## config.mk

```make
export PLATFORM = sky130hd
export DESIGN_NAME = uart_status_flags
export DESIGN_NICKNAME = d
export VERILOG_FILES = /design/src/core/uart_flags_pkg.sv /design/src/core/bit_vote.sv /design/src/core/parity_check.sv /design/src/core/uart_status_flags.sv
export SDC_FILE = /design/constraint.sdc
export NUM_CORES = 1
export LEC_CHECK = 0
export BUFFER_PORTS_ARGS = -buffer_cell sky130_fd_sc_hd__buf_4
export CAP_MARGIN = 30
export CELL_PAD_IN_SITES_DETAIL_PLACEMENT = 0
export CELL_PAD_IN_SITES_GLOBAL_PLACEMENT = 1
export CORE_MARGIN = 5
export CORE_UTILIZATION = 40
export DETAILED_ROUTE_END_ITERATION = 16
export PLACE_DENSITY_LB_ADDON = 0.15
export SYNTH_ARGS = -nofsm -noshare
export SYNTH_HDL_FRONTEND = slang
export SYNTH_SLANG_ARGS = --single-unit
```

## constraint.sdc

```tcl
create_clock -name hclk -period 4 [get_ports hclk]
set_clock_uncertainty 0.05 [all_clocks]
set_input_delay 0.4 -clock hclk [delete_from_list [all_inputs] [get_ports hclk]]
set_output_delay 0.4 -clock hclk [all_outputs]
set_load 0.01 [all_outputs]
```

## src/core/uart_flags_pkg.sv

```systemverilog
package uart_flags_pkg;
	// register byte offsets on the bus
	localparam logic [7:0] OFF_STATUS = 8'h00;
	localparam logic [7:0] OFF_DATA = 8'h04;
	localparam logic [7:0] OFF_CTRL1 = 8'h08;
	localparam logic [7:0] OFF_CTRL2 = 8'h0c;
	// line_status bit positions
	localparam int BIT_TX_EMPTY = 7;
	localparam int BIT_TX_DONE = 6;
	localparam int BIT_RX_READY = 5;
	localparam int BIT_IDLE = 4;
	localparam int BIT_OVERRUN = 3;
	localparam int BIT_NOISE = 2;
	localparam int BIT_FRAME_ERR = 1;
	localparam int BIT_PARITY_ERR = 0;
	// ctrl_reg_one bit positions
	localparam int C1_WORD_LEN = 4;
	localparam int C1_PAR_EN = 2;
	localparam int C1_PAR_SEL = 1;
	localparam int C1_PAR_IE = 0;
	// ctrl_reg_two bit positions
	localparam int C2_TX_EMPTY_IE = 7;
	localparam int C2_TX_DONE_IE = 6;
	localparam int C2_RX_IE = 5;
	localparam int C2_IDLE_IE = 4;
	// reset values
	localparam logic [7:0] CTRL1_RST = 8'h00;
	localparam logic [7:0] CTRL2_RST = 8'h00;
	localparam logic TX_EMPTY_RST = 1'b1;
	localparam logic TX_DONE_RST = 1'b1;
	// bus encodings
	localparam logic [1:0] HTRANS_NONSEQ = 2'h2;
	// kind of frame the transmitter just finished
	typedef enum logic [2:0] {
		KIND_DATA = 3'b001,
		KIND_IDLE = 3'b010,
		KIND_BREAK = 3'b100
	} frame_kind_t;
	// progress of the software clearing sequence
	typedef enum logic [2:0] {
		SEQ_NONE = 3'b001,
		SEQ_ACC = 3'b010,
		SEQ_RD = 3'b100
	} seq_state_t;
endpackage : uart_flags_pkg

```

## src/core/bit_vote.sv

```systemverilog
`timescale 1ns/100ps
// two-of-three vote over the middle samples of a bit
module bit_vote (
	// samples 8, 9 and 10 of one bit
	input wire logic [2:0] samples,
	// voted value and disagreement
	output logic bit_val,
	output logic noisy
);
	// majority gives the bit, any disagreement is noise
	assign bit_val = (samples[0] & samples[1]) | (samples[1] & samples[2])
		| (samples[0] & samples[2]); // see RULE21
	assign noisy = (samples != 3'h0) && (samples != 3'h7); // see RULE21
endmodule : bit_vote

```

## src/core/parity_check.sv

```systemverilog
`timescale 1ns/100ps
// parity check over a received word, top bit only counted in long words
module parity_check #(
	parameter int WIDTH = 9
) (
	// received word, parity bit at the top in long words and one bit lower in short ones
	input wire logic [WIDTH-1:0] word,
	input wire logic word_long,
	input wire logic odd_sel,
	// mismatch
	output logic err
);
	logic [WIDTH-1:0] masked;
	// short words carry parity one bit lower, so the top bit is dropped
	assign masked = word_long ? word : {1'b0, word[WIDTH-2:0]};
	// even count expected with odd_sel low, odd count with it high
	assign err = (^masked) != odd_sel; // see RULE22
endmodule : parity_check

```

## src/core/uart_status_flags.sv

```systemverilog
// How it works
// RULE1: set tx empty flag when holding data moves into the shifter.
// RULE2: interrupt while tx empty flag and its enable are both set.
// RULE3: tx flags clear only by status access then data write.
// RULE4: set tx done flag when a data frame finishes sending.
// RULE5: idle preamble or break frames leave tx done flag unchanged.
// RULE6: interrupt while tx done flag and its enable are both set.
// RULE7: set rx ready flag when a word moves into the readable buffer.
// RULE8: interrupt on rx ready or overrun when receive enable is set.
// RULE9: rx, idle, overrun, noise, frame flags clear by status access then data read.
// RULE10: set idle flag on idle line; interrupt when idle enable set.
// RULE11: after idle clears it stays clear until a new word arrives.
// RULE12: set overrun when a word completes while rx ready is still set.
// RULE13: on overrun keep the buffer; the shifter may be overwritten.
// RULE14: set noise flag when noise is seen during a frame.
// RULE15: noise and frame error raise no interrupt of their own.
// RULE16: set frame error on desync, excessive noise or break; the code sets it on desync or break only.
// RULE17: frame error together with overrun sets only overrun.
// RULE18: set parity error flag when a word fails its parity check.
// RULE19: interrupt while parity error flag and its enable are set.
// RULE20: parity error clears by status read then data access.
// RULE21: samples 8, 9, 10 disagreeing mean noise; majority is the bit.
// RULE22: even parity when select is 0, odd when 1; flag a mismatch.
// RULE23: all events share one interrupt request line.
// RULE24: bus writes to the status register are ignored.
//
// Our own choices: the AHB-Lite register port and the placing of the registers.
`timescale 1ns/100ps
module uart_status_flags #(
	parameter int WORD_W = 9
) (
	// clock and reset
	input wire logic hclk,
	input wire logic hresetn,
	// ahb-lite slave
	input wire logic hsel,
	input wire logic [7:0] haddr,
	input wire logic [1:0] htrans,
	input wire logic hwrite,
	input wire logic [2:0] hsize,
	input wire logic [31:0] hwdata,
	input wire logic hready,
	output logic [31:0] hrdata,
	output logic hreadyout,
	output logic hresp,
	// transmitter side
	input wire logic tx_load,
	input wire logic tx_frame_end,
	input wire uart_flags_pkg::frame_kind_t tx_frame_kind,
	output logic [WORD_W-1:0] tx_data,
	output logic tx_data_full,
	// receiver side
	input wire logic rx_bit_strobe,
	input wire logic [2:0] rx_samples,
	input wire logic rx_start_noise,
	input wire logic rx_word_valid,
	input wire logic [WORD_W-1:0] rx_word,
	input wire logic rx_desync,
	input wire logic rx_break,
	input wire logic idle_detect,
	output logic rx_bit_value,
	output logic rx_bit_valid,
	// line configuration
	output logic word_long,
	output logic parity_enable,
	output logic parity_select,
	// shared interrupt request
	output logic irq
);
	// data phase bookkeeping
	logic dp_valid_q;
	logic dp_write_q;
	logic [7:0] dp_addr_q;
	// software registers
	logic [7:0] ctrl1_q;
	logic [7:0] ctrl2_q;
	logic [WORD_W-1:0] tx_hold_q;
	logic tx_full_q;
	logic [WORD_W-1:0] rx_buf_q;
	// status flags
	logic tx_empty_q;
	logic tx_done_q;
	logic rx_ready_q;
	logic idle_q;
	logic overrun_q;
	logic noise_q;
	logic frame_err_q;
	logic parity_err_q;
	logic [7:0] line_status;
	// receive helpers
	logic idle_block_q;
	logic noise_acc_q;
	logic vote_val;
	logic vote_noisy;
	logic par_err_w;
	logic rx_bit_q;
	logic rx_bit_valid_q;
	logic irq_q;
	// clearing sequence
	uart_flags_pkg::seq_state_t seq_q;
	uart_flags_pkg::seq_state_t seq_d;
	// decoded accesses in the data phase
	logic acc_status;
	logic rd_status;
	logic wr_data;
	logic rd_data;
	logic wr_ctrl1;
	logic wr_ctrl2;
	logic clr_tx;
	logic clr_rx;
	logic clr_par;
	// receive event terms
	logic load_ok;
	logic overrun_hit;
	logic idle_set;
	logic noise_now;

	// capture each address phase that this slave takes
	always_ff @(posedge hclk or negedge hresetn) begin
		if (!hresetn) begin
			dp_valid_q <= 1'b0;
			dp_write_q <= 1'b0;
			dp_addr_q <= 8'h00;
		end else if (hready) begin
			dp_valid_q <= hsel && (htrans == uart_flags_pkg::HTRANS_NONSEQ);
			dp_write_q <= hwrite;
			dp_addr_q <= haddr;
		end
	end

	// never stalls, never errors; size is not checked, every access is a word
	assign hreadyout = 1'b1;
	assign hresp = 1'b0;

	// decode of the data phase
	assign acc_status = dp_valid_q && (dp_addr_q == uart_flags_pkg::OFF_STATUS);
	assign rd_status = acc_status && !dp_write_q;
	assign wr_data = dp_valid_q && dp_write_q && (dp_addr_q == uart_flags_pkg::OFF_DATA);
	assign rd_data = dp_valid_q && !dp_write_q && (dp_addr_q == uart_flags_pkg::OFF_DATA);
	assign wr_ctrl1 = dp_valid_q && dp_write_q && (dp_addr_q == uart_flags_pkg::OFF_CTRL1);
	assign wr_ctrl2 = dp_valid_q && dp_write_q && (dp_addr_q == uart_flags_pkg::OFF_CTRL2);

	// status image
	always_comb begin
		line_status = 8'h00;
		line_status[uart_flags_pkg::BIT_TX_EMPTY] = tx_empty_q;
		line_status[uart_flags_pkg::BIT_TX_DONE] = tx_done_q;
		line_status[uart_flags_pkg::BIT_RX_READY] = rx_ready_q;
		line_status[uart_flags_pkg::BIT_IDLE] = idle_q;
		line_status[uart_flags_pkg::BIT_OVERRUN] = overrun_q;
		line_status[uart_flags_pkg::BIT_NOISE] = noise_q;
		line_status[uart_flags_pkg::BIT_FRAME_ERR] = frame_err_q;
		line_status[uart_flags_pkg::BIT_PARITY_ERR] = parity_err_q;
	end

	// read mux straight from the register flops; unmapped reads give zero
	always_comb begin
		hrdata = 32'h0000_0000;
		if (dp_valid_q && !dp_write_q) begin
			case (dp_addr_q)
				uart_flags_pkg::OFF_STATUS: hrdata[7:0] = line_status;
				uart_flags_pkg::OFF_DATA: hrdata[WORD_W-1:0] = rx_buf_q;
				uart_flags_pkg::OFF_CTRL1: hrdata[7:0] = ctrl1_q;
				uart_flags_pkg::OFF_CTRL2: hrdata[7:0] = ctrl2_q;
				default: hrdata = 32'h0000_0000;
			endcase
		end
	end

	// clearing sequence: remember a status access until the next data access
	always_comb begin
		seq_d = seq_q;
		case (seq_q)
			uart_flags_pkg::SEQ_NONE,
			uart_flags_pkg::SEQ_ACC,
			uart_flags_pkg::SEQ_RD: begin
				if (wr_data || rd_data) begin
					seq_d = uart_flags_pkg::SEQ_NONE;
				end else if (rd_status) begin
					seq_d = uart_flags_pkg::SEQ_RD;
				end else if (acc_status) begin
					seq_d = uart_flags_pkg::SEQ_ACC;
				end
			end
			default: seq_d = uart_flags_pkg::SEQ_NONE;
		endcase
	end

	always_ff @(posedge hclk or negedge hresetn) begin
		if (!hresetn) begin
			seq_q <= uart_flags_pkg::SEQ_NONE;
		end else begin
			seq_q <= seq_d;
		end
	end

	// the data access that completes a sequence
	assign clr_tx = wr_data && (seq_q != uart_flags_pkg::SEQ_NONE); // see RULE3
	assign clr_rx = rd_data && (seq_q != uart_flags_pkg::SEQ_NONE); // see RULE9
	assign clr_par = (wr_data || rd_data) && (seq_q == uart_flags_pkg::SEQ_RD); // see RULE20

	// control registers; status has no write path at all
	always_ff @(posedge hclk or negedge hresetn) begin
		if (!hresetn) begin
			ctrl1_q <= uart_flags_pkg::CTRL1_RST;
			ctrl2_q <= uart_flags_pkg::CTRL2_RST;
		end else begin
			if (wr_ctrl1) begin
				ctrl1_q <= hwdata[7:0];
			end
			if (wr_ctrl2) begin
				ctrl2_q <= hwdata[7:0];
			end
		end
	end // see RULE24

	assign word_long = ctrl1_q[uart_flags_pkg::C1_WORD_LEN];
	assign parity_enable = ctrl1_q[uart_flags_pkg::C1_PAR_EN];
	assign parity_select = ctrl1_q[uart_flags_pkg::C1_PAR_SEL];

	// transmit holding register; full until the shifter takes it
	always_ff @(posedge hclk or negedge hresetn) begin
		if (!hresetn) begin
			tx_hold_q <= '0;
			tx_full_q <= 1'b0;
		end else begin
			if (wr_data) begin
				tx_hold_q <= hwdata[WORD_W-1:0];
			end
			if (wr_data) begin
				tx_full_q <= 1'b1;
			end else if (tx_load) begin
				tx_full_q <= 1'b0;
			end
		end
	end

	assign tx_data = tx_hold_q;
	assign tx_data_full = tx_full_q;

	// tx empty: a load sets it, and the set beats a same-cycle clear
	always_ff @(posedge hclk or negedge hresetn) begin
		if (!hresetn) begin
			tx_empty_q <= uart_flags_pkg::TX_EMPTY_RST;
		end else if (tx_load) begin
			tx_empty_q <= 1'b1; // see RULE1
		end else if (clr_tx) begin
			tx_empty_q <= 1'b0; // see RULE3
		end
	end

	// tx done: only frames that carry data count
	always_ff @(posedge hclk or negedge hresetn) begin
		if (!hresetn) begin
			tx_done_q <= uart_flags_pkg::TX_DONE_RST;
		end else if (tx_frame_end && (tx_frame_kind == uart_flags_pkg::KIND_DATA)) begin
			tx_done_q <= 1'b1; // see RULE4
		end else if (clr_tx) begin
			tx_done_q <= 1'b0; // see RULE3
		end
	end // preamble and break ends fall through untouched, see RULE5

	// middle-sample vote of the bit being received
	bit_vote u_vote (
		.samples(rx_samples),
		.bit_val(vote_val),
		.noisy(vote_noisy)
	);

	// voted bit handed back to the receiver's shifter
	always_ff @(posedge hclk or negedge hresetn) begin
		if (!hresetn) begin
			rx_bit_q <= 1'b1;
			rx_bit_valid_q <= 1'b0;
		end else begin
			rx_bit_valid_q <= rx_bit_strobe;
			if (rx_bit_strobe) begin
				rx_bit_q <= vote_val; // see RULE21
			end
		end
	end

	assign rx_bit_value = rx_bit_q;
	assign rx_bit_valid = rx_bit_valid_q;

	// noise seen anywhere in the frame, held until the word completes
	assign noise_now = rx_start_noise || (rx_bit_strobe && vote_noisy);

	always_ff @(posedge hclk or negedge hresetn) begin
		if (!hresetn) begin
			noise_acc_q <= 1'b0;
		end else if (rx_word_valid) begin
			noise_acc_q <= 1'b0;
		end else if (noise_now) begin
			noise_acc_q <= 1'b1; // see RULE14
		end
	end

	// parity of the incoming word against the selected sense
	parity_check #(
		.WIDTH(WORD_W)
	) u_parity (
		.word(rx_word),
		.word_long(word_long),
		.odd_sel(parity_select),
		.err(par_err_w)
	);

	// a word either loads the buffer or, with data still unread, overruns
	assign load_ok = rx_word_valid && !rx_ready_q;
	assign overrun_hit = rx_word_valid && rx_ready_q; // see RULE12

	// buffer keeps its old word on overrun; the shifter is not held off
	always_ff @(posedge hclk or negedge hresetn) begin
		if (!hresetn) begin
			rx_buf_q <= '0;
		end else if (load_ok) begin
			rx_buf_q <= rx_word; // see RULE13
		end
	end

	// rx ready
	always_ff @(posedge hclk or negedge hresetn) begin
		if (!hresetn) begin
			rx_ready_q <= 1'b0;
		end else if (load_ok) begin
			rx_ready_q <= 1'b1; // see RULE7
		end else if (clr_rx) begin
			rx_ready_q <= 1'b0; // see RULE9
		end
	end

	// overrun
	always_ff @(posedge hclk or negedge hresetn) begin
		if (!hresetn) begin
			overrun_q <= 1'b0;
		end else if (overrun_hit) begin
			overrun_q <= 1'b1; // see RULE12
		end else if (clr_rx) begin
			overrun_q <= 1'b0; // see RULE9
		end
	end

	// frame error only on a word that was actually transferred
	always_ff @(posedge hclk or negedge hresetn) begin
		if (!hresetn) begin
			frame_err_q <= 1'b0;
		end else if (load_ok && (rx_desync || rx_break)) begin
			frame_err_q <= 1'b1; // see RULE16
		end else if (clr_rx) begin
			frame_err_q <= 1'b0; // see RULE9
		end
	end // an overrun word never reaches the set term, see RULE17

	// noise flag lands together with rx ready
	always_ff @(posedge hclk or negedge hresetn) begin
		if (!hresetn) begin
			noise_q <= 1'b0;
		end else if (load_ok && (noise_acc_q || noise_now)) begin
			noise_q <= 1'b1; // see RULE14
		end else if (clr_rx) begin
			noise_q <= 1'b0; // see RULE9
		end
	end

	// parity error, checked only with parity enabled
	always_ff @(posedge hclk or negedge hresetn) begin
		if (!hresetn) begin
			parity_err_q <= 1'b0;
		end else if (load_ok && parity_enable && par_err_w) begin
			parity_err_q <= 1'b1; // see RULE18
		end else if (clr_par) begin
			parity_err_q <= 1'b0; // see RULE20
		end
	end

	// idle may set once per received word; a clear arms the block
	assign idle_set = idle_detect && !idle_block_q; // see RULE11

	always_ff @(posedge hclk or negedge hresetn) begin
		if (!hresetn) begin
			idle_q <= 1'b0;
		end else if (idle_set) begin
			idle_q <= 1'b1; // see RULE10
		end else if (clr_rx) begin
			idle_q <= 1'b0; // see RULE9
		end
	end

	always_ff @(posedge hclk or negedge hresetn) begin
		if (!hresetn) begin
			idle_block_q <= 1'b0;
		end else if (load_ok) begin
			idle_block_q <= 1'b0; // see RULE11
		end else if (clr_rx && idle_q && !idle_set) begin
			idle_block_q <= 1'b1; // see RULE11
		end
	end

	// one shared request; noise and frame error have no enable of their own
	always_ff @(posedge hclk or negedge hresetn) begin
		if (!hresetn) begin
			irq_q <= 1'b0;
		end else begin
			irq_q <= (tx_empty_q && ctrl2_q[uart_flags_pkg::C2_TX_EMPTY_IE]) // see RULE2
				|| (tx_done_q && ctrl2_q[uart_flags_pkg::C2_TX_DONE_IE]) // see RULE6
				|| ((rx_ready_q || overrun_q) && ctrl2_q[uart_flags_pkg::C2_RX_IE]) // see RULE8
				|| (idle_q && ctrl2_q[uart_flags_pkg::C2_IDLE_IE]) // see RULE10
				|| (parity_err_q && ctrl1_q[uart_flags_pkg::C1_PAR_IE]); // see RULE19
		end
	end // see RULE23 and RULE15

	assign irq = irq_q;
endmodule : uart_status_flags

```

==> key figures <==
Routing
  – Drt initial violations: 75
  – Routed wire length: between 6 and 7 mm
  – Routed Antenna Nets: 0
  – Drt first pass iters: 4
  – Vias: 2,033
  – Drt via density: just under 5
  – DR WL/cell: ~16 um
  – Post-route DRC: 0

Place
  – Detailed Place HPWL: ~4.8 mm
  – GP Congestion: 0.7734
  – Port Buf Inserts: 71
  – DP Worst Slack: 1441 ps
  – DP Area: 0.003551 sq mm

Timing
  – Post-Route Setup TNS: 0 ps
  – Final min period: 2755 ps
  – Slew margin rel.: 0.4290
  – Max Slew Vio Count: 0
  – # setup viols final: 0
  – Crit share post-route: 0.6888
  – Final hold viol count: 0
  – Least-Margin Pin Slew: roughly 850 ps
  – RSZ-0062 raised after global routing: false
  – Post-route setup slack: ~1200 ps
  – Fmax: between 300 and 400 MHz

Synthesis
  – Post-synth top area cell: dfrtp_1
  – Sequential fraction of the synthesis area: 0.5043
  – Async SR Flop Fraction: 1.000
  – Average cell area after synthesis: around 12 sq um
  – Mapped Area: about 0.003 sq mm
  – Number of synthesized flops with an enable pin: 0
  – Post-synth top area share: 0.4697
  – Synth Register Bits: 61
  – Synth top area cells: dfrtp_1, mux2_2, buf_4, mux4_2, mux2_4
  – Ys flop type: dfrtp_1
  – Synth warnings: 0
  – Distinct cells, synth: 46
  – Post-Syn Instances: 248

Finish
  – Commonest non-fill, non-tap cell in the layout: buf_4
  – Share of cells above drive strength 1: 0.4241
  – Final instance area: 0.003729 sq mm
  – Area of the multi-input gates: 0.001340 sq mm
  – Synth-to-Final Area Change: 22.79%
  – Nets: 392
  – Commonest non-fill, non-tap cells in the layout: buf_4, dfrtp_1, nand2_1
  – Finished Core Util: 0.5086
  – FF/Latch Area: roughly 0.0015 sq mm
  – Ant. Diodes: 0
  – # fillers: just under 700

Clocking
  – Clk sinks: 61
  – CTS tree: yes
  – H-tree Lvls: 3
  – Total CTS buffers: 9
  – Clk slew on worst S/H paths: 60 ps
  – Post-CTS sizing: 0
  – CTS root buffer: clkbuf_8
  – Worst-Skew Late Latency: around 340 ps
  – Clock buffer depth: 2
  – Buffer count from post-CTS setup fixing: 0
  – CTS Hold Bufs: 0

Worst setup path
  – Kind of end point of the critical path: output pin
  – Worst EP arrival: between 2000 and 2500 ps
  – Worst EP required: 3550 ps
  – Reg2reg path depth: 4
  – Critical path peak fanout: 6
  – Startpoint types: flip-flop
  – Crit path kind: flip-flop to output pin

Pwr
  – Max VDD drop: between 0.15 and 0.2 mV
  – Cell area power density: between 300 and 400 mW/mm^2
  – Leak Pwr: about 1.8 nW

Flow run
  – Maxcap violations: 0

Status
  – Status: completed

Floorplanning
  – Die Y: between 90 and 100 um
  – DIE WIDTH: a little under 100 um
  – Die area: 0.009434 sq mm
  – Core area: between 0.007 and 0.008 sq mm
  – IO Pins: 123
  – Row cnt: 31
  – Initial Util: 0.4142

GRT
  – Grt ovf: 0
  – GRT Total Usage: 0.1522
  – Initial antenna violation count: 0
  – Largest net degree at the start of global routing: slightly above 60
  – Vias in the first global route: 2,170
  – First-pass GRT wire length: around 11 mm

Min path
  – Hold WC Path Type: primary input to asynchronous set/reset pin
## metal layers
layer  vias up  wire (um)  track usage
met5         -          0            0
met3         9        451      0.04594
li1        952          -            -
met2        70       3101       0.2346
met1      1002       3038       0.2027
met4         0        112      0.05508
## worst paths after layout
kind | slack [ps] | to | startpoint
worst min-delay path | 90 | tx_data[5] | hresetn
worst max-delay path | 1240 | hrdata[8] | dp_addr_q[1]
worst max register to register | 1460 | tx_data[3] | dp_addr_q[1]
max in group asynchronous | 3310 | dp_valid_q | hresetn
min in group hclk | 140 | rx_bit_valid | rx_bit_strobe
worst min register to register | 430 | rx_buf_q[2] | rx_buf_q[2]
## synthesized netlist by cell type (3+ instances only)
library cell  number
inv_1              4
mux2_4             9
nand2_1           32
a21o_1             3
dfrtp_1           57
or3_1              3
o21ai_0            4
mux4_2             8
nor2_1             9
buf_4             26
mux2_2            25
nand2b_1           3
nor2b_1            9
dfstp_2            4
clkbuf_1           6
xnor2_1            5
## sequential cells by signal, summed over array words and instances, names as in the netlist
signal        count
idle_block_q      1
frame_err_q       1
dp_valid_q        1
parity_err_q      1
rx_bit_value      1
rx_bit_valid      1
ctrl2_q           8
noise_q           1
tx_data           9
irq               1
dp_write_q        1
rx_buf_q          9
overrun_q         1
rx_ready_q        1
ctrl1_q           8
tx_empty_q        1
idle_q            1
tx_data_full      1
noise_acc_q       1
dp_addr_q         8
tx_done_q         1
seq_q             3
## through the flow
step | instances | hold WS (ps) | power [W]
floorplan | 271 | 54.41 | 0.0008530
global placement | 407 | 411.8 | 0.0009256
detailed placement | 407 | 411.7 | 0.0009293
CTS | 422 | 129.9 | 0.001429
global route | 422 | 132.8 | 0.001491
finish | 422 | 88.87 | 0.001417
## layout make-up
class,instances,area share
Inverter,4,0.004027
Timing Repair Buffer,72,0.1450
Multi-Input combinational cell,171,0.3594
Sequential cell,61,0.4107
Tap cell,99,0.03322
Clock inverter,1,0.001342
Clock buffer,14,0.04631
## critical path, cell delays in order, from the launching register on
cell and delay [ps]:
dfrtp_1 390, or4_4 590, or3_1 400, nor4b_1 390, buf_4 200
## kinds of logic (layout without fill, tap and decap cells)
| logic type | after synthesis | after routing | share of synthesized area |
|---|---|---|---|
| flip-flops | 61 | 61 | 0.5043 |
| multiplexers | 42 | 42 | 0.1965 |
| adder cells (fa/ha/maj) | 1 | 1 | 0.003296 |
| other | 2 | 25 | 0.002473 |
| AO/OA/AOI/OAI | 21 | 21 | 0.05151 |
| XOR/XNOR | 8 | 8 | 0.02761 |
| AND/OR/NAND/NOR | 74 | 74 | 0.1314 |
| buffers and inverters | 39 | 91 | 0.08282 |
## power by group
part / total, W / internal [W] / switching (W)
Sequential: 0.000711 / 0.000672 / 0.0000385
Combinational: 0.000205 / 0.000117 / 0.0000882
Clock: 0.000501 / 0.000272 / 0.000229
Power figures use the tool's default switching activity.
